## src/design/mcst_pkg.sv

```systemverilog
// package: register map, field positions, size codes and carriers for cassette transfer
package mcst_pkg;

	localparam int unsigned APB_AW = 8;
	localparam int unsigned MEM_AW = 16;
	localparam int unsigned MEM_DW = 16;

	// register indices; byte address is four times the index
	localparam logic [7:0] IDX_CASS_STATUS = 8'h0d;
	localparam logic [7:0] IDX_CTRL        = 8'h0e;
	localparam logic [7:0] IDX_SIZE        = 8'h0f;
	localparam logic [7:0] IDX_FLAGS       = 8'h10;
	localparam logic [7:0] IDX_MIN_HOUR    = 8'h11;
	localparam logic [7:0] IDX_SEC_MIN     = 8'h12;
	localparam logic [7:0] IDX_IRQ_STATUS  = 8'h20;
	localparam logic [7:0] IDX_IRQ_MASK    = 8'h21;

	// transfer control word fields
	localparam int CTRL_TO_CASS   = 0;
	localparam int CTRL_FROM_CASS = 1;
	localparam int CTRL_COMPARE   = 2;
	localparam int CTRL_RESULT    = 3;
	localparam int CTRL_ERR_LO    = 12;

	// system flag word fields
	localparam int FLAG_SETUP_INIT = 11;
	localparam int FLAG_PROG_BAD   = 12;
	localparam int FLAG_ITAB_INIT  = 13;
	localparam int FLAG_CASS_ADDED = 14;
	localparam int FLAG_AUTO_FAIL  = 15;

	// cassette status word fields
	localparam int CST_PRESENT = 0;
	localparam int CST_CLOCK   = 1;
	localparam int CST_WPROT   = 2;

	// interrupt status fields
	localparam int IRQ_W     = 4;
	localparam int IRQ_DONE  = 0;
	localparam int IRQ_ERR   = 1;
	localparam int IRQ_FLAG  = 2;
	localparam int IRQ_ADDED = 3;

	// program size limits in words and their codes
	localparam logic [15:0] SIZE_LIM_1 = 16'h0c80;
	localparam logic [15:0] SIZE_LIM_2 = 16'h1c20;
	localparam logic [15:0] SIZE_LIM_3 = 16'h2bc0;
	localparam logic [15:0] SIZE_LIM_4 = 16'h3b60;
	localparam logic [7:0]  CODE_NONE  = 8'h00;
	localparam logic [7:0]  CODE_1     = 8'h04;
	localparam logic [7:0]  CODE_2     = 8'h08;
	localparam logic [7:0]  CODE_3     = 8'h12;
	localparam logic [7:0]  CODE_4     = 8'h16;

	typedef enum logic [1:0] {
		MCST_OP_TO_CASS   = 2'b00,
		MCST_OP_FROM_CASS = 2'b01,
		MCST_OP_COMPARE   = 2'b10
	} mcst_op_t;

	typedef struct packed {
		logic [MEM_AW-1:0] addr;
		logic              we;
		logic [MEM_DW-1:0] wdata;
	} mcst_mem_req_t;

	typedef struct packed {
		logic       valid;
		logic [7:0] hour;
		logic [7:0] minute;
		logic [7:0] second;
	} mcst_time_t;

endpackage

```

## src/design/mcst_top.sv

```systemverilog
// cassette transfer control, size codes, integrity flags and clock readout with APB slave
//
// The APB interface to the registers was left to the implementer.
`timescale 1ns/10ps
`default_nettype none

////////////////////////////////////////////////////////////////////////////////
// What this block does
// request bit 00 copies internal program to cassette, cleared by hardware after.
// request bit 01 copies cassette into internal memory, cleared by hardware after.
// request bit 02 compares internal and cassette contents, cleared by hardware after.
// result bit 03 is one on difference or impossible compare, else zero.
// error bit 12 set when transfer refused in programming state.
// error bit 13 set when destination is write-protected.
// error bit 14 set when destination lacks capacity.
// error bit 15 set when cassette holds no program.
// low size byte gives cassette program code, 00 when none or absent.
// high size byte gives internal program code, same codes, never 00.
// setup checksum failure restores defaults and sets flag bit 11.
// program checksum failure or bad instruction sets flag bit 12.
// instruction table checksum failure restores table and sets flag bit 13.
// cassette inserted while powered sets flag bit 14.
// failed automatic power-up load sets flag bit 15.
// time words: seconds/minutes and minutes/hour, BCD, valid only with clock cassette.
// cassette status bit 01 shows a clock-equipped cassette.
// result and error bits settle before the request bit clears.
module mcst_top #(
	parameter logic [15:0] INT_CAP_WORDS = 16'h3b60
) (
	// clock and reset
	input  wire logic                       core_clk_in,
	input  wire logic                       resetn_in,
	// apb slave
	input  wire logic                       psel_in,
	input  wire logic                       penable_in,
	input  wire logic                       pwrite_in,
	input  wire logic [mcst_pkg::APB_AW-1:0] paddr_in,
	input  wire logic [31:0]                pwdata_in,
	output logic      [31:0]                prdata_out,
	output logic                            pready_out,
	output logic                            pslverr_out,
	output logic                            irq_out,
	// controller state
	input  wire logic                       program_mode_in,
	input  wire logic                       autoload_sel_in,
	input  wire logic                       int_wprot_in,
	input  wire logic [15:0]                int_prog_words_in,
	// cassette state
	input  wire logic                       cass_present_in,
	input  wire logic                       cass_wprot_in,
	input  wire logic [15:0]                cass_prog_words_in,
	input  wire logic [15:0]                cass_cap_words_in,
	input  wire mcst_pkg::mcst_time_t       cass_time_in,
	// integrity events
	input  wire logic                       setup_csum_err_in,
	input  wire logic                       prog_invalid_in,
	input  wire logic                       itable_csum_err_in,
	output logic                            setup_restore_out,
	output logic                            itable_restore_out,
	// memory ports
	input  wire logic [15:0]                int_rdata_in,
	input  wire logic [15:0]                cass_rdata_in,
	output mcst_pkg::mcst_mem_req_t         int_req_out,
	output mcst_pkg::mcst_mem_req_t         cass_req_out
);

	typedef enum logic [1:0] {
		CT_IDLE  = 2'b00,
		CT_RUN   = 2'b01,
		CT_CLEAR = 2'b10
	} mcst_ct_st_t;

	// size code from a word count
	function automatic logic [7:0] size_code(input logic [15:0] words);
		if (words == 16'h0000)                 size_code = mcst_pkg::CODE_NONE;
		else if (words < mcst_pkg::SIZE_LIM_1) size_code = mcst_pkg::CODE_1;
		else if (words < mcst_pkg::SIZE_LIM_2) size_code = mcst_pkg::CODE_2;
		else if (words < mcst_pkg::SIZE_LIM_3) size_code = mcst_pkg::CODE_3;
		else                                   size_code = mcst_pkg::CODE_4;
	endfunction

	// byte address of a register index
	function automatic logic [7:0] byte_addr(input logic [7:0] idx);
		byte_addr = {idx[5:0], 2'b00};
	endfunction

	mcst_ct_st_t         st_q, st_d;
	mcst_pkg::mcst_op_t  cur_op_q;
	logic [2:0]          req_q;
	logic                result_q, cur_auto_q, boot_pend_q, cass_prev_q;
	logic [3:0]          err_q;
	logic [15:11]        flags_q;
	logic [mcst_pkg::IRQ_W-1:0] irq_stat_q, irq_mask_q;
	logic [31:0]         prdata_q;
	logic                setup_rst_q, itab_rst_q;
	mcst_pkg::mcst_time_t time_q;
	logic                eng_busy, eng_done, eng_mism;

	////////////////////////////////////////////////////////////////////////////
	// apb decode
	wire acc_w     = psel_in & penable_in;
	wire wr_w      = acc_w & pwrite_in;
	wire setup_w   = psel_in & ~penable_in;
	wire hit_cst   = (paddr_in == byte_addr(mcst_pkg::IDX_CASS_STATUS));
	wire hit_ctrl  = (paddr_in == byte_addr(mcst_pkg::IDX_CTRL));
	wire hit_size  = (paddr_in == byte_addr(mcst_pkg::IDX_SIZE));
	wire hit_flags = (paddr_in == byte_addr(mcst_pkg::IDX_FLAGS));
	wire hit_mh    = (paddr_in == byte_addr(mcst_pkg::IDX_MIN_HOUR));
	wire hit_sm    = (paddr_in == byte_addr(mcst_pkg::IDX_SEC_MIN));
	wire hit_ist   = (paddr_in == byte_addr(mcst_pkg::IDX_IRQ_STATUS));
	wire hit_imk   = (paddr_in == byte_addr(mcst_pkg::IDX_IRQ_MASK));
	wire hit_any   = hit_cst | hit_ctrl | hit_size | hit_flags | hit_mh | hit_sm |
		hit_ist | hit_imk;
	wire ist_rd_w  = acc_w & ~pwrite_in & hit_ist;

	////////////////////////////////////////////////////////////////////////////
	// read views
	wire [7:0] cass_code_w = cass_present_in ? size_code(cass_prog_words_in)
		: mcst_pkg::CODE_NONE;
	wire [7:0] int_code_w  = (int_prog_words_in == 16'h0000) ? mcst_pkg::CODE_1
		: size_code(int_prog_words_in);
	wire       clk_ok_w    = cass_present_in & cass_time_in.valid;
	wire [15:0] cst_w   = {13'h0000, cass_wprot_in, clk_ok_w, cass_present_in};
	wire [15:0] ctrl_w  = {err_q, 8'h00, result_q, req_q};
	wire [15:0] size_w  = {int_code_w, cass_code_w};
	wire [15:0] flags_w = {flags_q, 11'h000};
	wire [15:0] mh_w    = time_q.valid ? {time_q.hour, time_q.minute} : 16'h0000;
	wire [15:0] sm_w    = time_q.valid ? {time_q.minute, time_q.second} : 16'h0000;
	wire [15:0] rd_w    = hit_cst ? cst_w : hit_ctrl ? ctrl_w : hit_size ? size_w :
		hit_flags ? flags_w : hit_mh ? mh_w : hit_sm ? sm_w :
		hit_ist ? {12'h000, irq_stat_q} : hit_imk ? {12'h000, irq_mask_q} : 16'h0000;

	////////////////////////////////////////////////////////////////////////////
	// launch checks
	wire auto_go_w  = boot_pend_q & autoload_sel_in;
	wire launch_w   = (st_q == CT_IDLE) & (auto_go_w | (|req_q));
	wire mcst_pkg::mcst_op_t sel_op_w = (auto_go_w | ~req_q[mcst_pkg::CTRL_TO_CASS]) ?
		((auto_go_w | req_q[mcst_pkg::CTRL_FROM_CASS]) ? mcst_pkg::MCST_OP_FROM_CASS
		: mcst_pkg::MCST_OP_COMPARE) : mcst_pkg::MCST_OP_TO_CASS;
	wire op_to_w    = (sel_op_w == mcst_pkg::MCST_OP_TO_CASS);
	wire op_from_w  = (sel_op_w == mcst_pkg::MCST_OP_FROM_CASS);
	wire op_cmp_w   = (sel_op_w == mcst_pkg::MCST_OP_COMPARE);
	wire no_prog_w  = (cass_code_w == mcst_pkg::CODE_NONE);
	wire pm_fail_w  = ~op_cmp_w & ~auto_go_w & program_mode_in;
	wire wp_fail_w  = (op_to_w & (cass_wprot_in | ~cass_present_in)) |
		(op_from_w & int_wprot_in);
	wire [15:0] cass_cap_w = cass_present_in ? cass_cap_words_in : 16'h0000;
	wire cap_fail_w = (op_to_w & (int_prog_words_in > cass_cap_w)) |
		(op_from_w & (cass_prog_words_in > INT_CAP_WORDS));
	wire np_fail_w  = op_from_w & no_prog_w;
	wire [3:0] err_vec_w = {np_fail_w, cap_fail_w, wp_fail_w, pm_fail_w};
	wire refuse_w   = (|err_vec_w) | (op_cmp_w & no_prog_w);
	wire eng_start_w = launch_w & ~refuse_w;
	wire [15:0] len_w = op_to_w ? int_prog_words_in : cass_prog_words_in;
	wire auto_fail_w = (launch_w & auto_go_w & refuse_w) |
		((st_q == CT_RUN) & cur_auto_q & eng_done & eng_mism);
	wire added_w    = ~boot_pend_q & cass_present_in & ~cass_prev_q;

	mcst_engine u_engine (
		.clk_in        (core_clk_in),
		.resetn_in     (resetn_in),
		.start_in      (eng_start_w),
		.op_in         (sel_op_w),
		.len_in        (len_w),
		.int_rdata_in  (int_rdata_in),
		.cass_rdata_in (cass_rdata_in),
		.int_req_out   (int_req_out),
		.cass_req_out  (cass_req_out),
		.busy_out      (eng_busy),
		.done_out      (eng_done),
		.mismatch_out  (eng_mism)
	);

	////////////////////////////////////////////////////////////////////////////
	// sequencer
	always_comb begin
		st_d = st_q;
		unique case (st_q)
			CT_IDLE:  if (launch_w) st_d = refuse_w ? CT_CLEAR : CT_RUN;
			CT_RUN:   if (eng_done) st_d = CT_CLEAR;
			CT_CLEAR: st_d = CT_IDLE;
			default:  st_d = CT_IDLE;
		endcase
	end

	wire [mcst_pkg::IRQ_W-1:0] irq_ev_w = {added_w,
		setup_csum_err_in | prog_invalid_in | itable_csum_err_in | auto_fail_w,
		launch_w & refuse_w, st_q == CT_CLEAR};
	wire [2:0] clr_mask_w = (st_q == CT_CLEAR) ? (3'b001 << cur_op_q) : 3'b000;
	wire [2:0] req_set_w  = (wr_w & hit_ctrl & (st_q == CT_IDLE)) ? pwdata_in[2:0] : 3'b000;

	always_ff @(posedge core_clk_in or negedge resetn_in) begin
		if (!resetn_in) begin
			st_q        <= CT_IDLE;
			cur_op_q    <= mcst_pkg::MCST_OP_TO_CASS;
			cur_auto_q  <= 1'b0;
			req_q       <= 3'b000;
			result_q    <= 1'b0;
			err_q       <= 4'h0;
			boot_pend_q <= 1'b1;
			cass_prev_q <= 1'b0;
		end else begin
			st_q        <= st_d;
			boot_pend_q <= 1'b0;
			cass_prev_q <= cass_present_in;
			req_q       <= (req_q & ~clr_mask_w) | req_set_w;
			if (launch_w) begin
				cur_op_q   <= sel_op_w;
				cur_auto_q <= auto_go_w;
				err_q      <= err_vec_w;
				result_q   <= op_cmp_w & no_prog_w;
			end
			if (st_q == CT_RUN && eng_done && cur_op_q == mcst_pkg::MCST_OP_COMPARE)
				result_q <= eng_mism;
		end
	end

	////////////////////////////////////////////////////////////////////////////
	// integrity flags, interrupts, time capture, apb data
	always_ff @(posedge core_clk_in or negedge resetn_in) begin
		if (!resetn_in) begin
			flags_q     <= 5'h00;
			setup_rst_q <= 1'b0;
			itab_rst_q  <= 1'b0;
			irq_stat_q  <= 4'h0;
			irq_mask_q  <= 4'h0;
			time_q      <= '0;
			prdata_q    <= 32'h0000_0000;
		end else begin
			flags_q     <= flags_q | {auto_fail_w, added_w, itable_csum_err_in,
				prog_invalid_in, setup_csum_err_in};
			setup_rst_q <= setup_csum_err_in;
			itab_rst_q  <= itable_csum_err_in;
			irq_stat_q  <= (irq_stat_q & ~{mcst_pkg::IRQ_W{ist_rd_w}}) | irq_ev_w;
			if (wr_w && hit_imk)
				irq_mask_q <= pwdata_in[mcst_pkg::IRQ_W-1:0];
			time_q      <= cass_time_in;
			time_q.valid <= clk_ok_w;
			if (setup_w)
				prdata_q <= {16'h0000, rd_w};
		end
	end

	assign prdata_out         = prdata_q;
	assign pready_out         = 1'b1;
	assign pslverr_out        = acc_w & ~hit_any;
	assign irq_out            = |(irq_stat_q & irq_mask_q);
	assign setup_restore_out  = setup_rst_q;
	assign itable_restore_out = itab_rst_q;
endmodule
`default_nettype wire

```

## src/design/mcst_engine.sv

```systemverilog
// word-by-word copy and compare engine between internal memory and cassette
`timescale 1ns/10ps
`default_nettype none

module mcst_engine (
	// clock and reset
	input  wire logic                  clk_in,
	input  wire logic                  resetn_in,
	// command
	input  wire logic                  start_in,
	input  wire mcst_pkg::mcst_op_t    op_in,
	input  wire logic [15:0]           len_in,
	// memories, one cycle read latency
	input  wire logic [15:0]           int_rdata_in,
	input  wire logic [15:0]           cass_rdata_in,
	output mcst_pkg::mcst_mem_req_t    int_req_out,
	output mcst_pkg::mcst_mem_req_t    cass_req_out,
	// status
	output logic                       busy_out,
	output logic                       done_out,
	output logic                       mismatch_out
);

	typedef enum logic [1:0] {
		ENG_IDLE  = 2'b00,
		ENG_READ  = 2'b01,
		ENG_CAPT  = 2'b10,
		ENG_WRITE = 2'b11
	} mcst_eng_st_t;

	mcst_eng_st_t        st_q, st_d;
	mcst_pkg::mcst_op_t  op_q;
	logic [15:0]         idx_q, len_q, data_q;
	logic                mism_q, done_q;

	wire last_w   = (idx_q == (len_q - 16'h0001));
	wire is_cmp_w = (op_q == mcst_pkg::MCST_OP_COMPARE);
	wire differ_w = (int_rdata_in != cass_rdata_in);

	always_comb begin
		st_d = st_q;
		unique case (st_q)
			ENG_IDLE:  if (start_in && len_in != 16'h0000) st_d = ENG_READ;
			ENG_READ:  st_d = ENG_CAPT;
			ENG_CAPT:  st_d = is_cmp_w ? (last_w ? ENG_IDLE : ENG_READ) : ENG_WRITE;
			ENG_WRITE: st_d = last_w ? ENG_IDLE : ENG_READ;
		endcase
	end

	always_ff @(posedge clk_in or negedge resetn_in) begin
		if (!resetn_in) begin
			st_q   <= ENG_IDLE;
			op_q   <= mcst_pkg::MCST_OP_TO_CASS;
			idx_q  <= 16'h0000;
			len_q  <= 16'h0000;
			data_q <= 16'h0000;
			mism_q <= 1'b0;
			done_q <= 1'b0;
		end else begin
			st_q   <= st_d;
			done_q <= (st_q == ENG_IDLE && start_in && len_in == 16'h0000) ||
				(st_q != ENG_IDLE && st_d == ENG_IDLE);
			if (st_q == ENG_IDLE && start_in) begin
				op_q   <= op_in;
				len_q  <= len_in;
				idx_q  <= 16'h0000;
				mism_q <= 1'b0;
			end
			if (st_q == ENG_CAPT) begin
				data_q <= (op_q == mcst_pkg::MCST_OP_TO_CASS) ? int_rdata_in : cass_rdata_in;
				mism_q <= mism_q | (is_cmp_w & differ_w);
			end
			if (st_d == ENG_READ && st_q != ENG_IDLE)
				idx_q <= idx_q + 16'h0001;
		end
	end

	// destination write strobes
	assign int_req_out  = '{addr: idx_q, wdata: data_q,
		we: (st_q == ENG_WRITE) && (op_q == mcst_pkg::MCST_OP_FROM_CASS)};
	assign cass_req_out = '{addr: idx_q, wdata: data_q,
		we: (st_q == ENG_WRITE) && (op_q == mcst_pkg::MCST_OP_TO_CASS)};
	assign busy_out     = (st_q != ENG_IDLE);
	assign done_out     = done_q;
	assign mismatch_out = mism_q;

endmodule
`default_nettype wire

```

## config.mk

```make
export PLATFORM = sky130hd
export DESIGN_NAME = mcst_top
export DESIGN_NICKNAME = d
export VERILOG_FILES = /design/src/design/mcst_pkg.sv /design/src/design/mcst_top.sv /design/src/design/mcst_engine.sv
export SDC_FILE = /design/constraint.sdc
export NUM_CORES = 1
export LEC_CHECK = 0
export BUFFER_PORTS_ARGS = -buffer_cell sky130_fd_sc_hd__buf_2
export CORE_MARGIN = 2
export CORE_UTILIZATION = 49
export DETAILED_ROUTE_END_ITERATION = 10
export PLACE_DENSITY = 0.78
export SLEW_MARGIN = 20
export SYNTH_ARGS = -nofsm -noshare
export SYNTH_HDL_FRONTEND = slang
export SYNTH_HIERARCHICAL = 1
export SYNTH_SLANG_ARGS = --single-unit
```

## constraint.sdc

```tcl
create_clock -name core_clk_in -period 5.65 [get_ports core_clk_in]
set_input_delay 0.2825 -clock core_clk_in [delete_from_list [all_inputs] [get_ports core_clk_in]]
set_output_delay 0.2825 -clock core_clk_in [all_outputs]
set_load 0.02 [all_outputs]
```

### Word-level counts from Yosys, hierarchy flattened

Index checks and enable logic that the tools add are counted.

* add/sub/neg operators: 2
* equal/unequal tests: 23
* reduce and logical (&&, ||, !) cells: 29
* $lt $le $gt $ge: 8
* muxes and demuxes: 40
* bitwise operators: 66
* shifts and indexed selects: 1

Operators by type and width (number)
* $mux 16: 13
* $logic_not 16->1: 3
* $lt 16x12->1 const B: 2
* $lt 16x13->1 const B: 2
* $lt 16x14->1 const B: 2
* $and 1x1->1: 29
* $eq 8x6->1 const B: 3
* $eq 8x7->1 const B: 3
* $mux 8: 3
* $mux 5: 4
* $or 1x1->1: 19
* $add 16x1->16 const B: 1
* $eq 16x16->1: 1
* $eq 8x8->1 const B: 2
* $gt 16x14->1 const B: 1
* $gt 16x16->1: 1
* $ne 16x16->1: 1
* $reduce_bool 16->1: 1
* $sub 16x1->16 const B: 1
* $mux 2: 7
* $eq 2x2->1 const B: 6
* $mux 3: 4
* $eq 2x1->1 const B: 5
* $logic_and 1x1->1: 10
* other kinds (22): 45

* output and inout port bits: 103
* flip-flop bits (word level): 125
* word-level logic and storage cells: 194

### Longest topological paths before layout

* depth in word-level cells: 18
* depth in mapped cells: 15
* gate-level depth less buffers: 11

### Modules after synthesis

Netlist, hierarchy kept.

Modules (own cells, without submodules)
* mcst_top: area an instance 4082.7 µm², cells each 442, seq. area each 1778.0 µm², times used 1
* mcst_engine: area an instance 3623.5 µm², cells each 381, seq. area each 1351.3 µm², times used 1

### Least setup slack after synthesis

No wires, ideal clock.

* kind: input-to-reg
* start point: in cass_present_in
* end point: reg u_engine.len_q[10]
* setup slack: 2.243 ns
* data arrival time: 3.283 ns
* stages: 14
* data required time: 5.525 ns
* path buffers: 4
* path through: clkbuf_1 -> clkbuf_1 -> nand2_1 -> ha_1 -> nand4_1 -> nor4_1 -> o31ai_1 -> a31oi_2 -> nor3_2 -> nor2b_1 -> nand2b_1 -> clkbuf_1 -> buf_1 -> mux2_2

* cells in the longest elaborated chain, start to end: 9
* elaborated cells on any way between the ends: 17
* classes of those cells: order compare: 1; mux: 2; bitwise: 11; reduce/logical: 3

Ends and longest elaborated chain
* start, declared: line mcst_top.sv:49 `input wire logic cass_present_in,`
* $mux 16 / $not 1->1 (equally long branches): line mcst_top.sv:147, mcst_top.sv:145
* $gt 16x16->1 / $or 1x1->1 (equally long branches): line mcst_top.sv:148, mcst_top.sv:145
* $and 1x1->1, on equally long branches: line mcst_top.sv:148, mcst_top.sv:145
* $or 1x1->1, on equally long branches: line mcst_top.sv:148, mcst_top.sv:145
* $reduce_or 4->1: line mcst_top.sv:152 `wire refuse_w = (|err_vec_w) | (op_cmp_w & no_prog_w);`
* $or 1x1->1 *: line mcst_top.sv:152
* $not 1->1 *: line mcst_top.sv:153 `wire eng_start_w = launch_w & ~refuse_w;`
* $and 1x1->1 *: line mcst_top.sv:153
* named net eng_start_w: line mcst_top.sv:153
* $logic_and 1x1->1 *: line mcst_engine.sv:63 `if (st_q == ENG_IDLE && start_in) begin`
* end signal, assigned: line mcst_engine.sv:65 `len_q <= len_in;`
* end, declared: line mcst_engine.sv:33 `logic [15:0] idx_q, len_q, data_q;`

Mark *: on every way through the listed nets, which the timed path passes. The rest lies on a longest branch.
A chain may end at the register's enable or synchronous reset.

### Worst setup path after layout

* start point: reg u_engine.len_q[0]
* end point: reg u_engine.idx_q[15]

* cells in the longest elaborated chain, start to end: 8
* elaborated cells on any way between the ends: 9
* classes of those cells: add/sub: 1; eq/ne: 2; mux: 4; reduce/logical: 2

Ends and longest elaborated chain
* $sub 16x1->16 *: line mcst_engine.sv:36 `wire last_w = (idx_q == (len_q - 16'h0001));`
* $eq 16x16->1 *: line mcst_engine.sv:36
* $mux 1 *: line mcst_engine.sv:45, mcst_engine.sv:46
* $mux 2: line mcst_engine.sv:45 `ENG_CAPT: st_d = is_cmp_w ? (last_w ? ENG_IDLE : ENG_READ) : ENG_WRITE;`
* $pmux 2 s4 *: line mcst_engine.sv:42 `unique case (st_q)`
* $eq 2x1->1 *: line mcst_engine.sv:73 `if (st_d == ENG_READ && st_q != ENG_IDLE)`
* $logic_and 1x1->1 *: line mcst_engine.sv:73
* $mux 16 / $reduce_bool 2->1 (equally long branches)
* end signal, assigned: line mcst_engine.sv:74 `idx_q <= idx_q + 16'h0001;`
* end, declared: line mcst_engine.sv:33

Mark *: on every way between the ends. The rest lies on a longest branch, timed or not.

==> results.py <==
metrics = {
    "outcome": {
        "status": "completed",
    },
    "clock_tree": {
        "clk_pin_slew_worst_paths_ps": 60,
        "cts.sinks": 125,
        "clk_latency_ps": 420,
        "clockRootBuffer": "clkbuf_16",
        "cts_tree": "done",
        "clockBufferDepth": 2,
        "htreeDepth": 4,
        "numCtsBuffers": 17,
        "post_cts_resized": 0,
    },
    "sta": {
        "rsz0062_at_grt": "false",
        "fmax_ghz": 0.275,
        "holdWs_ps": 4.82,
        "finalCritPeriodShare_pct": 64.3,
        "finalMaxSlewViolations": 0,
        "period_minus_slack_ps": 3630,
        "finalHoldViolations": 0,
        "worstMarginPinSlew_ps": 1090,
        "fin_setup_tns_ps": 0,
        "setup-violations-final": 0,
        "relSlewSlack_pct": 27.3,
        "fin_skew_ps": 9.73,
    },
    "synth": {
        "netlist_area_sq_mm": 0.00770,
        "ys_warn_count": 6,
        "syn_area_per_cell_sq_um": 9.37,
        "syn_inst": 822,
    },
    "final_layout": {
        "antenna_cells": 0,
        "fin_area_sq_mm": 0.00944,
        "nets": 1192,
        "drive_gt1_share_pct": 30.6,
        "area_delta_synth_final_pct": 22.5,
        "final_cell_mix": "buf_2, nand2_1, dfrtp_1",
        "layout_commonest_cell": "buf_2",
        "nFillCells": 1333,
        "finalNonFillerCells": 1240,
    },
    "setup_path": {
        "worstSetupEndpointType": "flop",
        "path_class": "flop to flop",
        "cp_max_fo": 19,
        "cp.required_ps": 5990,
        "slowest_delay_ps": 730,
        "start_kind": "flop",
        "arrival_ps": 3980,
        "critPathSlowestCell": "and4bb_1",
        "cp_cell_sequence": "inv_1 -> ha_1 -> or3b_2 -> o31ai_2 -> or4b_2 -> o311ai_1 -> and4bb_1 -> or2b_4 -> mux2i_1",
    },
    "place": {
        "placedInstanceArea_sq_mm": 0.00859,
        "dp_hpwl_um": 14800,
        "placed_cells": 1183,
        "gp_congestion": 0.842,
        "numPortBuffers": 215,
    },
    "die": {
        "placementRows": 45,
        "die_x_um": 129,
        "core_sq_mm": 0.0153,
        "io_pins": 261,
        "initial_utilization_pct": 50.5,
        "die_h_um": 129,
        "dieArea_sq_mm": 0.0167,
    },
    "routing": {
        "first_iter_violations": 488,
        "wl_per_cell_um": 16.4,
        "viasPerCell": 5.58,
        "remaining_drc_errors": 0,
        "routed_wl_um": 20300,
        "ant_nets": 0,
        "num_vias": 6914,
        "firstDrtPassIters": 5,
    },
    "run": {
        "drv_cap": 0,
    },
    "power": {
        "finalPower_mw": 2.45,
        "ir_drop_uv": 272,
        "p_per_area_mw_per_mm2": 260,
        "p_leak_nw": 4.47,
    },
    "global_routing": {
        "antenna_found_initial": 0,
        "grt_pass1_vias": 6704,
        "grt_max_degree": 78,
        "overflow": 0,
        "grt_pass1_wl_um": 32600,
        "grtUsageTotal_pct": 24.6,
    },
    "min_path": {
        "min_path_type": "primary input to flop",
    },
}
-- registers in the layout, summed over array words and instances (netlist names), 2 cells and up --
register	flops
irq_stat_q	4
flags_q	5
st_q	2
time_q	25
u_engine/op_q	2
u_engine/st_q	2
prdata_out	16
u_engine/idx_q	16
u_engine/data_q	16
cur_op_q	2
irq_mask_q	4
u_engine/len_q	16
req_q	3
err_q	4
-- path summary, 6_finish.rpt --
path / start / end / slack [ps] / depth (start not counted)
max in group asynchronous: resetn_in / prdata_out[13] / 3780 / 3
hold reg to reg: prdata_out[4] / prdata_out[4] / 480 / 2
hold / removal: itable_csum_err_in / itable_restore_out / 5 / 1
setup reg to reg: u_engine/len_q[0] / u_engine/idx_q[15] / 2020 / 9
setup / recovery: u_engine/len_q[0] / u_engine/idx_q[15] / 2020 / 9
min in group asynchronous: resetn_in / u_engine/len_q[3] / 440 / 2
-- worst max-delay path: cells and delay by family, from the launching register on --
kind | cells | cell delay [ps]
buffers and inverters | 1 | 80
muxes | 1 | 200
adders and majority gates | 1 | 230
DFF | 1 | 430
AOI/OAI and AO/OA | 2 | 360
and+or+nand+nor | 4 | 2250
-- timing repair --
item	in CTS	in global routing
setup buffers	0	0
hold endpoints to repair	72	0
hold buffers	25	0
-- through the flow --
stage	util, %	setup slack [ps]
2_1_floorplan	-	2240
3_3_place_gp	56.3	1730
3_5_place_dp	56.3	1690
4_1_cts	61.8	2040
5_1_grt	61.8	1800
6_report	61.8	2020
-- cell type report --
type	instances	area, sq um	area share [%]
clock inverters	14	148	1.56
well taps	211	264	2.80
clock buffers	18	439	4.65
repair buffers	243	1350	14.3
flip-flops and latches	125	3130	33.2
multi-input cells	620	4070	43.1
inverters	9	33.8	0.358
-- where the power goes --
group          internal, mW  switching [mW]
Combinational         0.150           0.228
Clock                 0.635           0.447
Sequential            0.945          0.0439
-- layer usage --
layer,share of wire (%),GRT usage [%]
met1,42,32.4
met2,50,41.7
met3,6.0,4.50
met4,1.8,7.35
met5,0,0
No activity file was read; power rests on OpenSTA's default activity.
